## config.mk

```make
export PLATFORM = sky130hd
export DESIGN_NAME = mid_core_decoder
export DESIGN_NICKNAME = d
export VERILOG_FILES = /design/src/rtl/mid_pkg.sv /design/src/rtl/mid_core_decoder.sv /design/src/rtl/mid_field_decode.sv
export SDC_FILE = /design/constraint.sdc
export NUM_CORES = 1
export LEC_CHECK = 0
export BUFFER_PORTS_ARGS = -buffer_cell sky130_fd_sc_hd__buf_2
export CAP_MARGIN = 20
export CORE_MARGIN = 2
export CORE_UTILIZATION = 40
export DETAILED_ROUTE_END_ITERATION = 7
export PLACE_DENSITY = 0.72
export REMOVE_ABC_BUFFERS = 1
export SYNTH_ARGS = -nofsm -noshare
export SYNTH_HDL_FRONTEND = slang
export SYNTH_SLANG_ARGS = --single-unit
```

## constraint.sdc

```tcl
create_clock -name clk_sys -period 4.2 [get_ports clk_sys]
set_input_delay 0.21 -clock clk_sys [delete_from_list [all_inputs] [get_ports clk_sys]]
set_output_delay 0.21 -clock clk_sys [all_outputs]
set_load 0.05 [all_outputs]
```

## src/rtl/mid_pkg.sv

```systemverilog
// package: opcode fields, encodings, cycle counts and carrier structs for the instruction decoder
package mid_pkg;
  localparam int WORD_W = 16;
  localparam int DATA_W = 8;
  localparam int Q_PER_CYCLE = 4;
  localparam logic [1:0] Q_LAST = 2'h3;
  localparam int CYC_SINGLE = 1;
  localparam int CYC_TAKEN = 2;
  localparam int CYC_DOUBLE = 2;
  localparam int CYC_DOUBLE_TAKEN = 3;
  localparam int STD_COUNT = 75;
  localparam int EXT_COUNT = 8;
  localparam logic [3:0] SECOND_WORD_TAG = 4'hF;
  localparam logic [7:0] OP_OR_LITERAL = 8'h09;
  localparam logic [5:0] OP_OR_FILE = 6'h04;
  localparam int POS_D = 9;
  localparam int POS_A = 8;
  localparam int POS_B_LO = 9;
  localparam logic [7:0] RESET_BYTE = 8'h00;
  localparam logic [3:0] RESET_BANK = 4'h0;
  localparam logic [3:0] ACCESS_BANK = 4'h0;
  localparam logic [7:0] ACCESS_SPLIT = 8'h60;
  localparam logic [3:0] ACCESS_HIGH_BANK = 4'hF;

  typedef enum logic [3:0] {
    MID_K_NOP, MID_K_OR_LIT, MID_K_OR_FILE, MID_K_BYTE, MID_K_BIT, MID_K_SKIP_BIT,
    MID_K_BRANCH, MID_K_GOTO2, MID_K_CALL2, MID_K_MOVFF2, MID_K_LFSR2, MID_K_LITERAL,
    MID_K_CONTROL, MID_K_EXTENDED
  } mid_kind_t;

  typedef struct packed {
    mid_kind_t kind;
    logic [7:0] file_addr;
    logic dest_file;
    logic bank_sel;
    logic [2:0] bit_num;
    logic [7:0] literal;
    logic two_word;
    logic changes_pc;
    logic conditional;
  } mid_decode_t;

  typedef struct packed {
    logic write_work;
    logic write_file;
    logic [11:0] file_full_addr;
    logic [7:0] result;
    logic flag_n;
    logic flag_z;
    logic flag_we;
  } mid_exec_t;

  typedef struct packed {
    logic [1:0] q_phase;
    logic [1:0] cycles_left;
    logic second_pending;
    logic [WORD_W-1:0] ir;
    mid_decode_t dec;
    logic [7:0] operand;
    logic [7:0] result;
    logic busy;
  } mid_state_t;
endpackage : mid_pkg

```

## src/rtl/mid_core_decoder.sv

```systemverilog
// instruction decoder and sequencer: q phases, cycle counts, logical or execution
`timescale 1ns/1ps

// Overview of operation
// - base set plus extended stack instructions
// - single words, four double-word instructions
// - destination bit picks work or file
// - bit field picks bit in file
// - lone second word acts as nop
// - one cycle, two if taken or jump
// - double words two cycles, taken three
// - four q phases: decode read process write
// - or literal into work, n z
// - or file into chosen destination, n z
// - access bank or bank select register
module mid_core_decoder (
  input wire logic clk_sys,
  input wire logic rst_n,
  input wire logic [mid_pkg::WORD_W-1:0] prog_word,
  input wire logic prog_valid,
  input wire logic cond_true,
  input wire logic [7:0] file_rdata,
  input wire logic [3:0] bank_select_register,
  output logic fetch_req,
  output logic [1:0] q_phase,
  output mid_pkg::mid_decode_t decoded,
  output logic [11:0] file_addr_out,
  output logic file_re,
  output mid_pkg::mid_exec_t exec_out,
  output logic [7:0] working_register,
  output logic flag_n,
  output logic flag_z,
  output logic nop_cycle
);
  import mid_pkg::*;

  //////////////////////////////////////////////////////////////////////////////
  // state
  typedef struct packed {
    mid_state_t s;
    logic [7:0] work;
    logic fn;
    logic fz;
    mid_exec_t ex;
    logic nop;
  } mid_all_t;

  mid_all_t r;
  mid_all_t next_r;
  mid_decode_t field_dec;

  mid_field_decode u_field (
    .word(prog_word),
    .second_word(r.s.second_pending),
    .dec(field_dec)
  );

  //////////////////////////////////////////////////////////////////////////////
  // helpers
  function automatic logic [11:0] mid_bank_addr(input logic a, input logic [7:0] f, input logic [3:0] bank);
    // access bank splits low ram and top special registers
    if (a) begin
      mid_bank_addr = {bank, f};
    end else if (f < ACCESS_SPLIT) begin
      mid_bank_addr = {ACCESS_BANK, f};
    end else begin
      mid_bank_addr = {ACCESS_HIGH_BANK, f};
    end
  endfunction : mid_bank_addr

  function automatic logic [1:0] mid_cycles(input mid_decode_t d, input logic taken);
    if (d.two_word) begin
      mid_cycles = (d.changes_pc && taken) ? 2'(CYC_DOUBLE_TAKEN) : 2'(CYC_DOUBLE);
    end else if (d.changes_pc || (d.conditional && taken)) begin
      mid_cycles = 2'(CYC_TAKEN);
    end else begin
      mid_cycles = 2'(CYC_SINGLE);
    end
  endfunction : mid_cycles

  //////////////////////////////////////////////////////////////////////////////
  // next state
  always_comb begin
    next_r = r;
    next_r.ex.write_work = 1'b0;
    next_r.ex.write_file = 1'b0;
    next_r.ex.flag_we = 1'b0;
    next_r.s.q_phase = r.s.q_phase + 2'h1;
    unique case (r.s.q_phase)
      2'h0: begin
        // q1 decode: a new word is latched only at the start of a cycle
        if (!r.s.busy && prog_valid) begin
          next_r.s.ir = prog_word;
          next_r.s.dec = field_dec;
          next_r.s.busy = 1'b1;
          next_r.nop = (field_dec.kind == MID_K_NOP);
          next_r.s.second_pending = field_dec.two_word;
          next_r.s.cycles_left = mid_cycles(field_dec, cond_true) - 2'h1;
        end else if (r.s.busy) begin
          next_r.nop = 1'b1;
        end
      end
      2'h1: begin
        // q2 read operand
        next_r.s.operand = (r.s.dec.kind == MID_K_OR_LIT) ? r.s.dec.literal : file_rdata;
      end
      2'h2: begin
        // q3 process
        if (!r.nop) begin
          next_r.s.result = r.work | r.s.operand;
        end
      end
      2'h3: begin
        // q4 write back, then retire or burn a nop cycle
        if (r.s.busy && !r.nop) begin
          if (r.s.dec.kind == MID_K_OR_LIT) begin
            next_r.work = r.s.result;
            next_r.ex.write_work = 1'b1;
            next_r.ex.flag_we = 1'b1;
          end else if (r.s.dec.kind == MID_K_OR_FILE) begin
            next_r.ex.write_file = r.s.dec.dest_file;
            next_r.ex.write_work = !r.s.dec.dest_file;
            if (!r.s.dec.dest_file) begin
              next_r.work = r.s.result;
            end
            next_r.ex.flag_we = 1'b1;
          end
          if (r.s.dec.kind == MID_K_OR_LIT || r.s.dec.kind == MID_K_OR_FILE) begin
            next_r.fz = (r.s.result == RESET_BYTE);
            next_r.fn = r.s.result[7];
          end
          next_r.ex.result = r.s.result;
          next_r.ex.flag_z = (r.s.result == RESET_BYTE);
          next_r.ex.flag_n = r.s.result[7];
          next_r.ex.file_full_addr = mid_bank_addr(r.s.dec.bank_sel, r.s.dec.file_addr, bank_select_register);
        end
        if (r.s.busy) begin
          if (r.s.cycles_left == 2'h0) begin
            next_r.s.busy = 1'b0;
            next_r.s.second_pending = 1'b0;
          end else begin
            next_r.s.cycles_left = r.s.cycles_left - 2'h1;
            next_r.nop = 1'b1;
          end
        end
      end
    endcase
  end

  always_ff @(posedge clk_sys) begin
    if (!rst_n) begin
      r <= '0;
    end else begin
      r <= next_r;
    end
  end

  //////////////////////////////////////////////////////////////////////////////
  // outputs
  // no word is fetched while an instruction is busy; the extra cycle of a double word runs only as a nop
  assign fetch_req = (r.s.q_phase == 2'h0) && !r.s.busy;
  assign q_phase = r.s.q_phase;
  assign decoded = r.s.dec;
  assign file_addr_out = mid_bank_addr(r.s.dec.bank_sel, r.s.dec.file_addr, bank_select_register);
  assign file_re = (r.s.q_phase == 2'h1) && r.s.busy && (r.s.dec.kind == MID_K_OR_FILE) && !r.nop;
  assign exec_out = r.ex;
  assign working_register = r.work;
  assign flag_n = r.fn;
  assign flag_z = r.fz;
  assign nop_cycle = r.nop;
endmodule : mid_core_decoder

```

## src/rtl/mid_field_decode.sv

```systemverilog
// combinational split of a program word into kind and operand fields
`timescale 1ns/1ps
module mid_field_decode (
  input wire logic [mid_pkg::WORD_W-1:0] word,
  input wire logic second_word,
  output mid_pkg::mid_decode_t dec
);
  import mid_pkg::*;

  always_comb begin
    dec = '0;
    dec.kind = MID_K_NOP;
    dec.file_addr = word[7:0];
    dec.dest_file = word[POS_D];
    dec.bank_sel = word[POS_A];
    dec.bit_num = word[POS_B_LO+2:POS_B_LO];
    dec.literal = word[7:0];
    if (second_word && word[15:12] == SECOND_WORD_TAG) begin
      dec.kind = MID_K_NOP;
    end else if (word[15:8] == OP_OR_LITERAL) begin
      dec.kind = MID_K_OR_LIT;
    end else if (word[15:10] == OP_OR_FILE) begin
      dec.kind = MID_K_OR_FILE;
    end else if (word[15:12] == SECOND_WORD_TAG) begin
      dec.kind = MID_K_NOP;
    end else if (word[15:12] == 4'hC) begin
      dec.kind = MID_K_MOVFF2;
      dec.two_word = 1'b1;
    end else if (word[15:8] == 8'hEF) begin
      dec.kind = MID_K_GOTO2;
      dec.two_word = 1'b1;
      dec.changes_pc = 1'b1;
    end else if (word[15:9] == 7'h76) begin
      dec.kind = MID_K_CALL2;
      dec.two_word = 1'b1;
      dec.changes_pc = 1'b1;
    end else if (word[15:6] == 10'h3B8) begin
      dec.kind = MID_K_LFSR2;
      dec.two_word = 1'b1;
    end else if (word[15:8] == 8'hE8 || word[15:8] == 8'hE9 || word[15:8] == 8'hEA || word[15:8] == 8'hEB) begin
      dec.kind = MID_K_EXTENDED;
    end else if (word[15:12] == 4'hE || word[15:12] == 4'hD) begin
      dec.kind = MID_K_BRANCH;
      dec.conditional = (word[15:12] == 4'hE);
      dec.changes_pc = (word[15:12] == 4'hD);
    end else if (word[15:13] == 3'h5 || word[15:12] == 4'h8 || word[15:12] == 4'h9) begin
      dec.kind = MID_K_BIT;
      dec.conditional = (word[15:12] == 4'hB) || (word[15:12] == 4'hA);
    end else if (word[15:12] == 4'h7) begin
      dec.kind = MID_K_BIT;
    end else if (word[15:12] == 4'h0) begin
      dec.kind = (word[11:8] == 4'h0) ? MID_K_CONTROL : MID_K_LITERAL;
    end else begin
      dec.kind = MID_K_BYTE;
    end
  end
endmodule : mid_field_decode

```

Word-level counts from Yosys, hierarchy flattened:

Index checks and enable logic that the tools add are counted.
Widths: inputs -> output; s select.

* input bits: 32
* bits in read-only memories: 0
* word-level logic and storage cells: 165
* register bits: 94
* memories: 0
* latch bits: 0
* memory bits (writable): 0

* magnitude comparators: 1
* reduce and logical (&&, ||, !) cells: 40
* bitwise logic cells: 6
* shift operators: 0
* add/subtract/negate cells: 3
* $mul: 0
* div/mod/pow operators: 0
* equality and inequality tests: 30
* mux-type cells: 59

Operators by type and width (number)
* $mux 4: 13
* $mux 47: 1
* $eq 8x8->1 const B: 5
* $eq 4x4->1 const B: 8
* $mux 8: 4
* $mux 12: 2
* $mux 2: 11
* $mux 1: 19
* $mux 3: 6
* $reduce_and 4->1: 4
* $logic_not 4->1: 3
* $eq 10x10->1 const B: 1
* $logic_and 1x1->1: 9
* $logic_or 1x1->1: 9
* $eq 8x4->1 const B: 1
* $logic_not 8->1: 1
* $lt 8x7->1 const B: 1
* $ne 2x2->1 const B: 4
* $or 8x8->8: 1
* $reduce_and 2->1: 4
* $eq 7x7->1 const B: 1
* $eq 6x3->1 const B: 1
* $pmux 3 s2: 1
* $reduce_and 3->1: 2
* 16 further kinds: 27

Logic depth before layout (Yosys ltp):

Gate-level depths: netlist of run 1.

* word-level depth: 23
* gate-level depth with buffers: 7
* gate-level depth less buffers: 7

Hierarchy:

From an unflattened synthesis of run 1, not the netlist that was laid out.

* cell total of the unflattened synthesis: 554
* area, all modules: 4331.7 um^2

By module, submodules not included
* mid_core_decoder: cells an instance 484, area an instance 3883.7 um^2, times used 1
* mid_field_decode: cells an instance 70, area an instance 447.9 um^2, times used 1

Worst setup path after synthesis of run 1:

OpenSTA, ideal clock, no wires.

* path type: flip-flop to output port
* from: reg r, in the netlist q_phase[0]
* to: out file_re
* setup slack: 2470 ps
* arrival time: 1520 ps
* data required time: 3990 ps
* path buffers: 2
* stages on the path, launching flop included: 5
* cells stage by stage: dfxtp_1 > ha_1 > clkbuf_1 > clkbuf_1 > and3_1

* word-level cells in the longest chain between the ends: 4

RTL lines
* start, declared: RTL line mid_core_decoder.sv:48 `mid_all_t r;`
* start signal, assigned: RTL line mid_core_decoder.sv:154 `r <= next_r;`
* $eq 2x1->1: RTL line mid_core_decoder.sv:165 `assign file_re = (r.s.q_phase == 2'h1) && r.s.busy && (r.s.dec.kind == MID_K_OR_FILE) && !r.nop;`
* $logic_and 1x1->1 (3 in a row): RTL line mid_core_decoder.sv:165
* end, declared: RTL line mid_core_decoder.sv:28 `output logic file_re,`

No other way between the ends.

Worst setup path after layout of run 1:

* from: reg r, in the netlist q_phase[0]
* to: reg r, in the netlist working_register[1]

* word-level cells in the longest chain between the ends: 2

RTL lines
* $eq 2x2->1: RTL line mid_core_decoder.sv:89 `unique case (r.s.q_phase)`
* $reduce_and 4->1 (no line)

No other way between the ends.
A chain may end at the register's enable or synchronous reset.

==> results.toml, run 1 <==
[synthesis]
yosysSeqAreaShare = 0.3769
netlist_top_cells_area = "dfxtp_1 38%, buf_4 14%, nand2_1 8.9%"
avgSynthCellArea_sq_um = 8.567
ys_ff_latch = 75
synth_area_sq_um = 3984
syn-instance-count = 465
synth.distinct_cells = 48
synth_top_area_cell = "dfxtp_1"
async_flop_share = 0
synth_edf_count = 0
yosys_warnings = 0
ys.flop_type = "dfxtp_1"
synth_top_area_share = 0.3769

[cells_and_area]
mostFrequentLayoutCell = "buf_2"
seq_area_sq_um = 1501
nFillCells = 981
multi_input_area_sq_um = 1814
layout-drive-gt1-share = 0.2806
fin_nets = 532
syn_to_final_growth_pct = 7.224
finalInstanceArea_sq_um = 4272
final_cell_mix = "111 x buf_2, 94 x nand2_1, 75 x dfxtp_1"
antenna_cells = 0
fin_cells = 632

[clocking]
cts_buffers = 9
worst_skew_pair.late_latency_ns = 0.35
clock_path_buffers = 2
cts_tree = "yes"
ctsHoldBuffers = 0
cts_setup_buffers = 0
path_clk_slew_ns = 0.07
cts_htree_levels = 3
cts_root_buf = "clkbuf_8"
cts.sinks = 75
ctsResizeCount = 0

[setup_path]
cp_data_arrival_time_ns = 2.34
path_buf_inv = 0
critPathLaunchType = "register"
slowest_stage = "nor2_4"
worstReg2RegStart = "q_phase[0]"
cp_max_fo = 26
end_kind = "register"
r2r_slack_ns = 2.10
critPathRequiredTime_ns = 4.44
r2r_end = "working_register[1]"
path_depth = 6
rr_worst_depth = 6
critPathKind = "reg -> reg"
slowest_delay_ns = 0.51
cp_top_family = "simple AND/OR/NAND/NOR gates"
crit_path_cell_trace = "ha_1 > nand2_1 > nor2_4 > nand3_4 > mux2i_1 > nor2b_1"

[pwr]
power.density_nw_per_um2 = 388.3
power_leakage_nw = 2.074
ir_drop_uv = 185.6

[sta]
slew_viol_final = 0
final.period_utilization = 0.4990
fin_skew_ns = 0.008629
tightest_slew_ns = 0.7845
rsz0062_at_grt = "no"
fin_crit_ns = 2.096
hold_viol_final = 0
worst_slack_ns = 2.104
fin_setup_tns_ns = 0
setup_viol = 0
fmax_mhz = 477.1
slew_headroom = 0.4770

[grt]
grt_pass1_wl_um = 14590
grt_pass1_vias = 2982
antenna_found_initial = 0
grtUsageTotal = 0.1672
grt_overflow_total = 0
grt_max_degree = 43

[placement]
hpwl_um = 6449
place_area_sq_um = 4071
io_buffers = 111
placed_cells = 616
dp_slack_ns = 2.098
gp_congestion = 0.8216

[floorplan]
fp.coreArea_sq_um = 9729
die-area_sq_um = 10770
die_x_um = 103.8
start_util = 0.4095
die_h_um = 103.8
top_level_ports = 112
std_cell_rows = 36

[worst_hold_path]
worstHoldPathCells = 3
min_to = "r[84]"
hold_path_class = "in -> reg"
min_from = "prog_word[3]"

[route]
routed_via_density = 4.892
wirelength_um = 8773
drt_first_pass_iters = 4
drc_errors = 0
final_antenna_net_count = 0
wl_per_cell_um = 13.88
vias = 3092
drt_iter0_drc = 127

[job]
drv_cap = 0

[outcome]
outcome = "finished, final reports clean"
[stage by stage]
stage	power (mW)	utilization	hold slack [ns]
CTS	1.676	0.4383	0.08824
global route	1.733	0.4390	0.1152
detailed placement	1.132	0.4185	0.4420
floorplan	1.027	-	0.3317
finish	1.659	0.4390	0.1075
global placement	1.125	0.4185	0.4397
[Yosys cell counts (6+ instances only)]
master	n
nand2_1	94
dfxtp_1	75
buf_4	73
a21boi_0	31
nor2b_1	21
mux2i_1	19
nor2_1	18
o211a_1	16
clkbuf_1	14
o21ai_0	10
inv_1	7
a21oi_1	6
buf_2	6
nand3_1	6
[where the power goes]
group | switching [mW] | leakage (nW) | internal, mW
clock network | 0.257 | 0.0954 | 0.287
registers | 0.0348 | 0.610 | 0.745
logic | 0.232 | 1.37 | 0.103
total | 0.524 | 2.07 | 1.13
[cells by family after synthesis]
kind of cell	share of synthesized area
AO/OA/AOI/OAI	0.1671
AND/OR/NAND/NOR	0.2249
buffers and inverters	0.1677
adder cells (fa/ha/maj)	0.01570
flip-flops	0.3769
multiplexers	0.04774
[registers in the layout, indices dropped and copies added (netlist names)]
register and cells:
decoded 7, exec_out 24, flag_n 1, flag_z 1, nop_cycle 1, q_phase 2, r 31, working_register 8
[layout make-up]
| class | instances | share of cell area |
|---|---|---|
| Sequential cell | 75 | 0.3515 |
| Tap cell | 133 | 0.03896 |
| Inverter | 7 | 0.006151 |
| Multi-Input combinational cell | 289 | 0.4247 |
| Timing Repair Buffer | 113 | 0.1336 |
| Clock inverter | 4 | 0.01201 |
| Clock buffer | 11 | 0.03310 |
[worst max-delay path by stage]
| stage | startpoint | endpoint | slack, ns |
|---|---|---|---|
| 2_1_floorplan | r[87] | exec_out[19] | 1.82 |
| 3_3_place_gp | q_phase[0] | working_register[3] | 2.22 |
| 3_5_place_dp | q_phase[0] | working_register[1] | 2.10 |
| 4_1_cts | q_phase[1] | file_re | 2.06 |
| 5_1_grt | q_phase[0] | working_register[1] | 1.93 |
| 6_report | q_phase[0] | working_register[1] | 2.10 |
[metal layers]
layer  routed length [um]  GRT usage
met5                    0          0
met4                  206    0.08977
met3                  579    0.03650
met2                 3986     0.2696
met1                 4001     0.2086
[worst register-to-register path, cell delays in order (launching register included)]
cell and delay, ns:
dfxtp_1 0.41, ha_1 0.33, nand2_1 0.17, nor2_4 0.52, nand3_4 0.27, mux2i_1 0.23
nor2b_1 0.07
Note: power is estimated with default switching activity, not from simulation.
==> run 2: changes to the inputs <==
--- a/config.mk
+++ b/config.mk
@@ -5,6 +5,7 @@
 export SDC_FILE = /design/constraint.sdc
 export NUM_CORES = 1
 export LEC_CHECK = 0
+export ABC_AREA = 1
 export BUFFER_PORTS_ARGS = -buffer_cell sky130_fd_sc_hd__buf_2
 export CAP_MARGIN = 20
 export CORE_MARGIN = 2
==> constraint.sdc (replaced) <==
create_clock -name clk_sys -period 1.98 [get_ports clk_sys]
set_input_delay 0.099 -clock clk_sys [delete_from_list [all_inputs] [get_ports clk_sys]]
set_output_delay 0.099 -clock clk_sys [all_outputs]
set_load 0.05 [all_outputs]
==> results.toml, run 2 <==
[synthesis]
avgSynthCellArea_sq_um = 7.449
ys.flop_type = "dfxtp_1"
yosys_warnings = 0
synth_edf_count = 0
yosysSeqAreaShare = 0.3937
netlist_top_cells_area = "dfxtp_1 39%, buf_4 14%, nand2_1 6.9%"
ys_ff_latch = 75
synth_top_area_cell = "dfxtp_1"
synth.top_cells.by_count = "75 x dfxtp_1, 72 x buf_4, 70 x nand2_1"
synth_area_sq_um = 3814
synth_top_area_share = 0.3937
synth.distinct_cells = 31
async_flop_share = 0
yosysMostFrequentCell = "dfxtp_1"
syn-instance-count = 512

[cells_and_area]
fin_nets = 593
regMostFlops = "r"
finalInstanceArea_sq_um = 4209
layout-drive-gt1-share = 0.2750
largest_register_ffs = 31
syn_to_final_growth_pct = 10.37
final_cell_mix = "111 x buf_2, 75 x dfxtp_1, 70 x nand2_1"
antenna_cells = 0
mostFrequentLayoutCell = "buf_2"

[sta]
setup_viol = 0
fin_setup_tns_ns = 0
hold_viol_final = 0
slew_headroom = 0.5186
fmax_mhz = 566.2
final.period_utilization = 0.8921
rsz0062_at_grt = "no"
tightest_slew_ns = 0.7213
fin_crit_ns = 1.766
slew_viol_final = 0
fin_skew_ns = 0.007653

[route]
final_antenna_net_count = 0
wl_per_cell_um = 12.95
vias = 3286
drt_iter0_drc = 157
routed_via_density = 4.769
wirelength_um = 8922
drt_first_pass_iters = 4
drc_errors = 0

[floorplan]
die-area_sq_um = 10330
top_level_ports = 112
start_util = 0.4127
die_h_um = 101.6
fp.coreArea_sq_um = 9240
die_x_um = 101.6
std_cell_rows = 35

[placement]
hpwl_um = 6659
io_buffers = 111
place_area_sq_um = 3944
gp_congestion = 0.8647

[grt]
grt_pass1_wl_um = 14130
antenna_found_initial = 0
grt_overflow_total = 0
grtUsageTotal = 0.1740
grt_max_degree = 55
grt_pass1_vias = 3058

[setup_path]
slowest_stage = "dfxtp_1"
cp_data_arrival_time_ns = 1.67
critPathKind = "reg -> out"
crit_path_cell_trace = "ha_1 > buf_4 > nand3_1 > nor2_1 > buf_2"
cp_top_family = "buffers and inverters"
critPathLaunchType = "register"
cp_max_fo = 17
critPathRequiredTime_ns = 1.88
end_kind = "primary output"
path_buf_inv = 2
slowest_delay_ns = 0.40

[outcome]
outcome = "finished, final reports clean"

[pwr]
power.density_nw_per_um2 = 919.1
p_sw_mw = 1.316
intPower_mw = 2.552
p_sw_frac = 0.3403
pwr-share-seq = 0.435
power_leakage_nw = 2.198
power_frac_comb = 0.231
clkPwrFrac = 0.333
ir_drop_uv = 409.5

[clocking]
cts_buffers = 9
cts_setup_buffers = 0
ctsResizeCount = 0
cts.sinks = 75
cts_tree = "yes"
clock_path_buffers = 2
cts_htree_levels = 3
path_clk_slew_ns = 0.08
worst_skew_pair.late_latency_ns = 0.35
cts_root_buf = "clkbuf_8"

[job]
drv_cap = 0

[worst_hold_path]
hold_path_class = "in -> reg"
[run 2: changes by cell type after synthesis, moves of 24 or more]
cell      before  now
a21boi_0      31    0
nand2_1       94   70
o21ai_0       10   48
a21oi_1        6   34
nor2_1        18   62
inv_1          7   51
[run 2: repair_timing]
action,CTS,global route
hold buffers,4,1
endpoints found under the setup margin,0,0
endpoints found under the hold margin,4,1
[run 2: power groups by stage]
| stage | Sequential [mW] | Clock, mW | Combinational, mW |
|---|---|---|---|
| after floorplan | 2.01 | 0 | 0.341 |
| after global placement | 1.71 | 0 | 0.876 |
| after detailed placement | 1.72 | 0 | 0.890 |
| after CTS | 1.68 | 1.31 | 0.899 |
| after global routing | 1.70 | 1.39 | 0.965 |
| final | 1.68 | 1.29 | 0.895 |
[run 2: final cells by class]
type	instances	area (sq um)
Sequential cell	75	1501
Multi-Input combinational cell	292	1470
Tap cell	129	161.4
Timing Repair Buffer	122	650.6
Fill cell	928	5031
Clock inverter	5	77.57
Clock buffer	10	137.6
Inverter	56	210.2
[run 2: path summary, 6_finish.rpt]
check             slack [ns]          start           end  cells after the start
setup / recovery        0.21     q_phase[0]       file_re                      5
hold reg to reg         0.47    exec_out[5]   exec_out[5]                      2
setup reg to reg        0.33     q_phase[0]  exec_out[20]                      6
hold / removal          0.04  prog_word[11]         r[92]                      3
[run 2: worst min-delay path, delay by kind of cell]
kind / cells / cell delay [ns]
buf+inv: 2 / 0.19
compound gates: 1 / 0.06
[run 2: per-layer routing]
layer  wire length [um]  GRT usage  share of wire
met1               3910     0.2027           0.44
met2               4335     0.2945           0.49
met3                563    0.06073          0.063
met4                112    0.06445          0.013
met5                  0          0              0
[run 2: logic make-up after synthesis]
family,after synthesis,share of synthesized area
and+or+nand+nor,182,0.2165
adders and majority gates,5,0.01640
buffers and inverters,145,0.2208
AOI/OAI and AO/OA,105,0.1526
DFF,75,0.3937
[run 2: metrics by stage]
| stage | util | worst slack [ns] | total power [mW] | hold WS [ns] | instances |
|---|---|---|---|---|---|
| final | 0.4555 | 0.2137 | 3.868 | 0.04457 | 689 |
| after global routing | 0.4555 | 0.07718 | 4.052 | 0.01997 | 689 |
| after CTS | 0.4544 | 0.1972 | 3.896 | 0.002775 | 688 |
| after detailed placement | 0.4268 | 0.3872 | 2.606 | 0.3478 | 669 |
| after global placement | 0.4268 | 0.4623 | 2.588 | 0.3434 | 669 |
| after floorplan | - | -0.4071 | 2.347 | 0.1925 | 423 |
==> run 3: changes to the inputs <==
--- a/config.mk
+++ b/config.mk
@@ -13,6 +13,7 @@
 export DETAILED_ROUTE_END_ITERATION = 7
 export PLACE_DENSITY = 0.72
 export REMOVE_ABC_BUFFERS = 1
+export SLEW_MARGIN = 10
 export SYNTH_ARGS = -nofsm -noshare
 export SYNTH_HDL_FRONTEND = slang
 export SYNTH_SLANG_ARGS = --single-unit
==> constraint.sdc (replaced) <==
create_clock -name clk_sys -period 1.95 [get_ports clk_sys]
set_input_delay 0.0975 -clock clk_sys [delete_from_list [all_inputs] [get_ports clk_sys]]
set_output_delay 0.0975 -clock clk_sys [all_outputs]
set_load 0.05 [all_outputs]
==> results.toml, run 3 (synthesis gave the netlist of run 2 again) <==
[worst_hold_path]
hold_path_class = "in -> reg"

[pwr]
clkPwrFrac = 0.333
p_sw_mw = 1.357
power.density_nw_per_um2 = 930.7
power_leakage_nw = 2.191
ir_drop_uv = 417.8
pwr-share-seq = 0.436
power_frac_comb = 0.231
intPower_mw = 2.561
p_sw_frac = 0.3463

[cells_and_area]
syn_to_final_growth_pct = 10.40
antenna_cells = 0
fin_nets = 593
final_cell_mix = "111 x buf_2, 75 x dfxtp_1, 70 x nand2_1"
regMostFlops = "r"
finalInstanceArea_sq_um = 4210
final_core_util = 0.4557
fin_cells = 690
largest_register_ffs = 31
layout-drive-gt1-share = 0.2763
mostFrequentLayoutCell = "buf_2"

[route]
wirelength_um = 8621
routed_via_density = 4.696
vias = 3240
wl_per_cell_um = 12.49
dr.max_layer_used = "met4"
m1WireLength_um = 3674
drt_iter0_drc = 160
drc_errors = 0
wl_met3_um = 727
final_antenna_net_count = 0
met2WireLength_um = 4084
drt_first_pass_iters = 5

[sta]
setup_viol = 0
hold_ws_ns = 0.03197
rsz0062_at_grt = "no"
hold_viol_final = 0
fin_crit_ns = 1.687
fin_skew_ns = 0.007874
worst_slack_ns = 0.2634
slew_headroom = 0.4945
fmax_mhz = 592.9
slew_viol_final = 0
final.period_utilization = 0.8649
tightest_slew_ns = 0.7574

[clocking]
cts_buffers = 9
cts_tree = "yes"
path_clk_slew_ns = 0.07
cts_root_buf = "clkbuf_8"
cts_setup_buffers = 0
ctsResizeCount = 0
worst_skew_pair.late_latency_ns = 0.36
cts.sinks = 75
clock_path_buffers = 2
cts_htree_levels = 3
ctsHoldBuffers = 5

[grt]
grt_pass1_vias = 2975
grt_pass1_wl_um = 13740
grt_overflow_total = 0
antenna_found_initial = 0
grtUsageTotal = 0.1692
grt_max_degree = 55

[setup_path]
critPathKind = "reg -> out"
cp_top_family = "buffers and inverters"
path_buf_inv = 2
critPathLaunchType = "register"
slowest_stage = "dfxtp_1"
critPathRequiredTime_ns = 1.85
cp_max_fo = 4
crit_path_cell_trace = "inv_1 > o21ai_0 > nand2_1 > nand2_1 > buf_2"
cp_data_arrival_time_ns = 1.59
cpMostUsedCell = "nand2_1"
slowest_delay_ns = 0.36
end_kind = "primary output"

[floorplan]
die_x_um = 101.6
die-area_sq_um = 10330
std_cell_rows = 35
fp.coreArea_sq_um = 9240
die_h_um = 101.6
top_level_ports = 112
start_util = 0.4127

[placement]
place_area_sq_um = 3944
gp_congestion = 0.8772
dp_slack_ns = 0.3448
placed_cells = 669
io_buffers = 111
hpwl_um = 6483

[job]
drv_cap = 0

[outcome]
outcome = "finished, final reports clean"
## run 3: cell count changes in the layout (fill, tap and decap cells not counted), sizes merged
cell,before,now
clkinvlp,1,3
clkbuf,10,9
## run 3: path summary, 6_finish.rpt
kind	start	end	slack (ns)	cells past startpoint
worst max-delay path	r[86]	file_addr_out[10]	0.26	5
worst min-delay path	prog_word[3]	r[84]	0.03	3
worst max register to register	q_phase[0]	exec_out[24]	0.32	8
worst min register to register	exec_out[5]	exec_out[5]	0.46	2
## run 3: final cells by class
class	count	area [sq um]
clock inverter	7	92.59
timing repair buffer	122	650.6
tap	129	161.4
inverter	56	210.2
sequential	75	1501
clock buffer	9	123.9
fill	937	5030
multi-input combinational	292	1470
## run 3: metal layers
| metal | track usage | up-vias |
|---|---|---|
| li1 | - | 1669 |
| met2 | 0.2773 | 100 |
| met5 | 0 | - |
| met4 | 0.06341 | 0 |
| met3 | 0.05038 | 11 |
| met1 | 0.2099 | 1460 |
## run 3: power by group through the flow
stage	clock (mW)	combinational (mW)	sequential, mW
after CTS	1.33	0.909	1.71
after global routing	1.38	0.978	1.72
after floorplan	0	0.346	2.04
after detailed placement	0	0.898	1.74
final	1.30	0.906	1.71
after global placement	0	0.890	1.74
## run 3: worst reg2reg max path, delay by kind of cell (launching register included)
kind	cells	cell delay (ns)
buffers and inverters	2	0.31
and+or+nand+nor	4	0.43
DFF	1	0.41
adders and majority gates	1	0.30
AOI/OAI and AO/OA	1	0.10
## run 3: metrics by stage
stage | power [mW] | TNS, ns
after floorplan | 2.383 | -4.957
after global placement | 2.628 | 0
final | 3.918 | 0
after global routing | 4.076 | 0
after detailed placement | 2.641 | 0
after CTS | 3.945 | 0
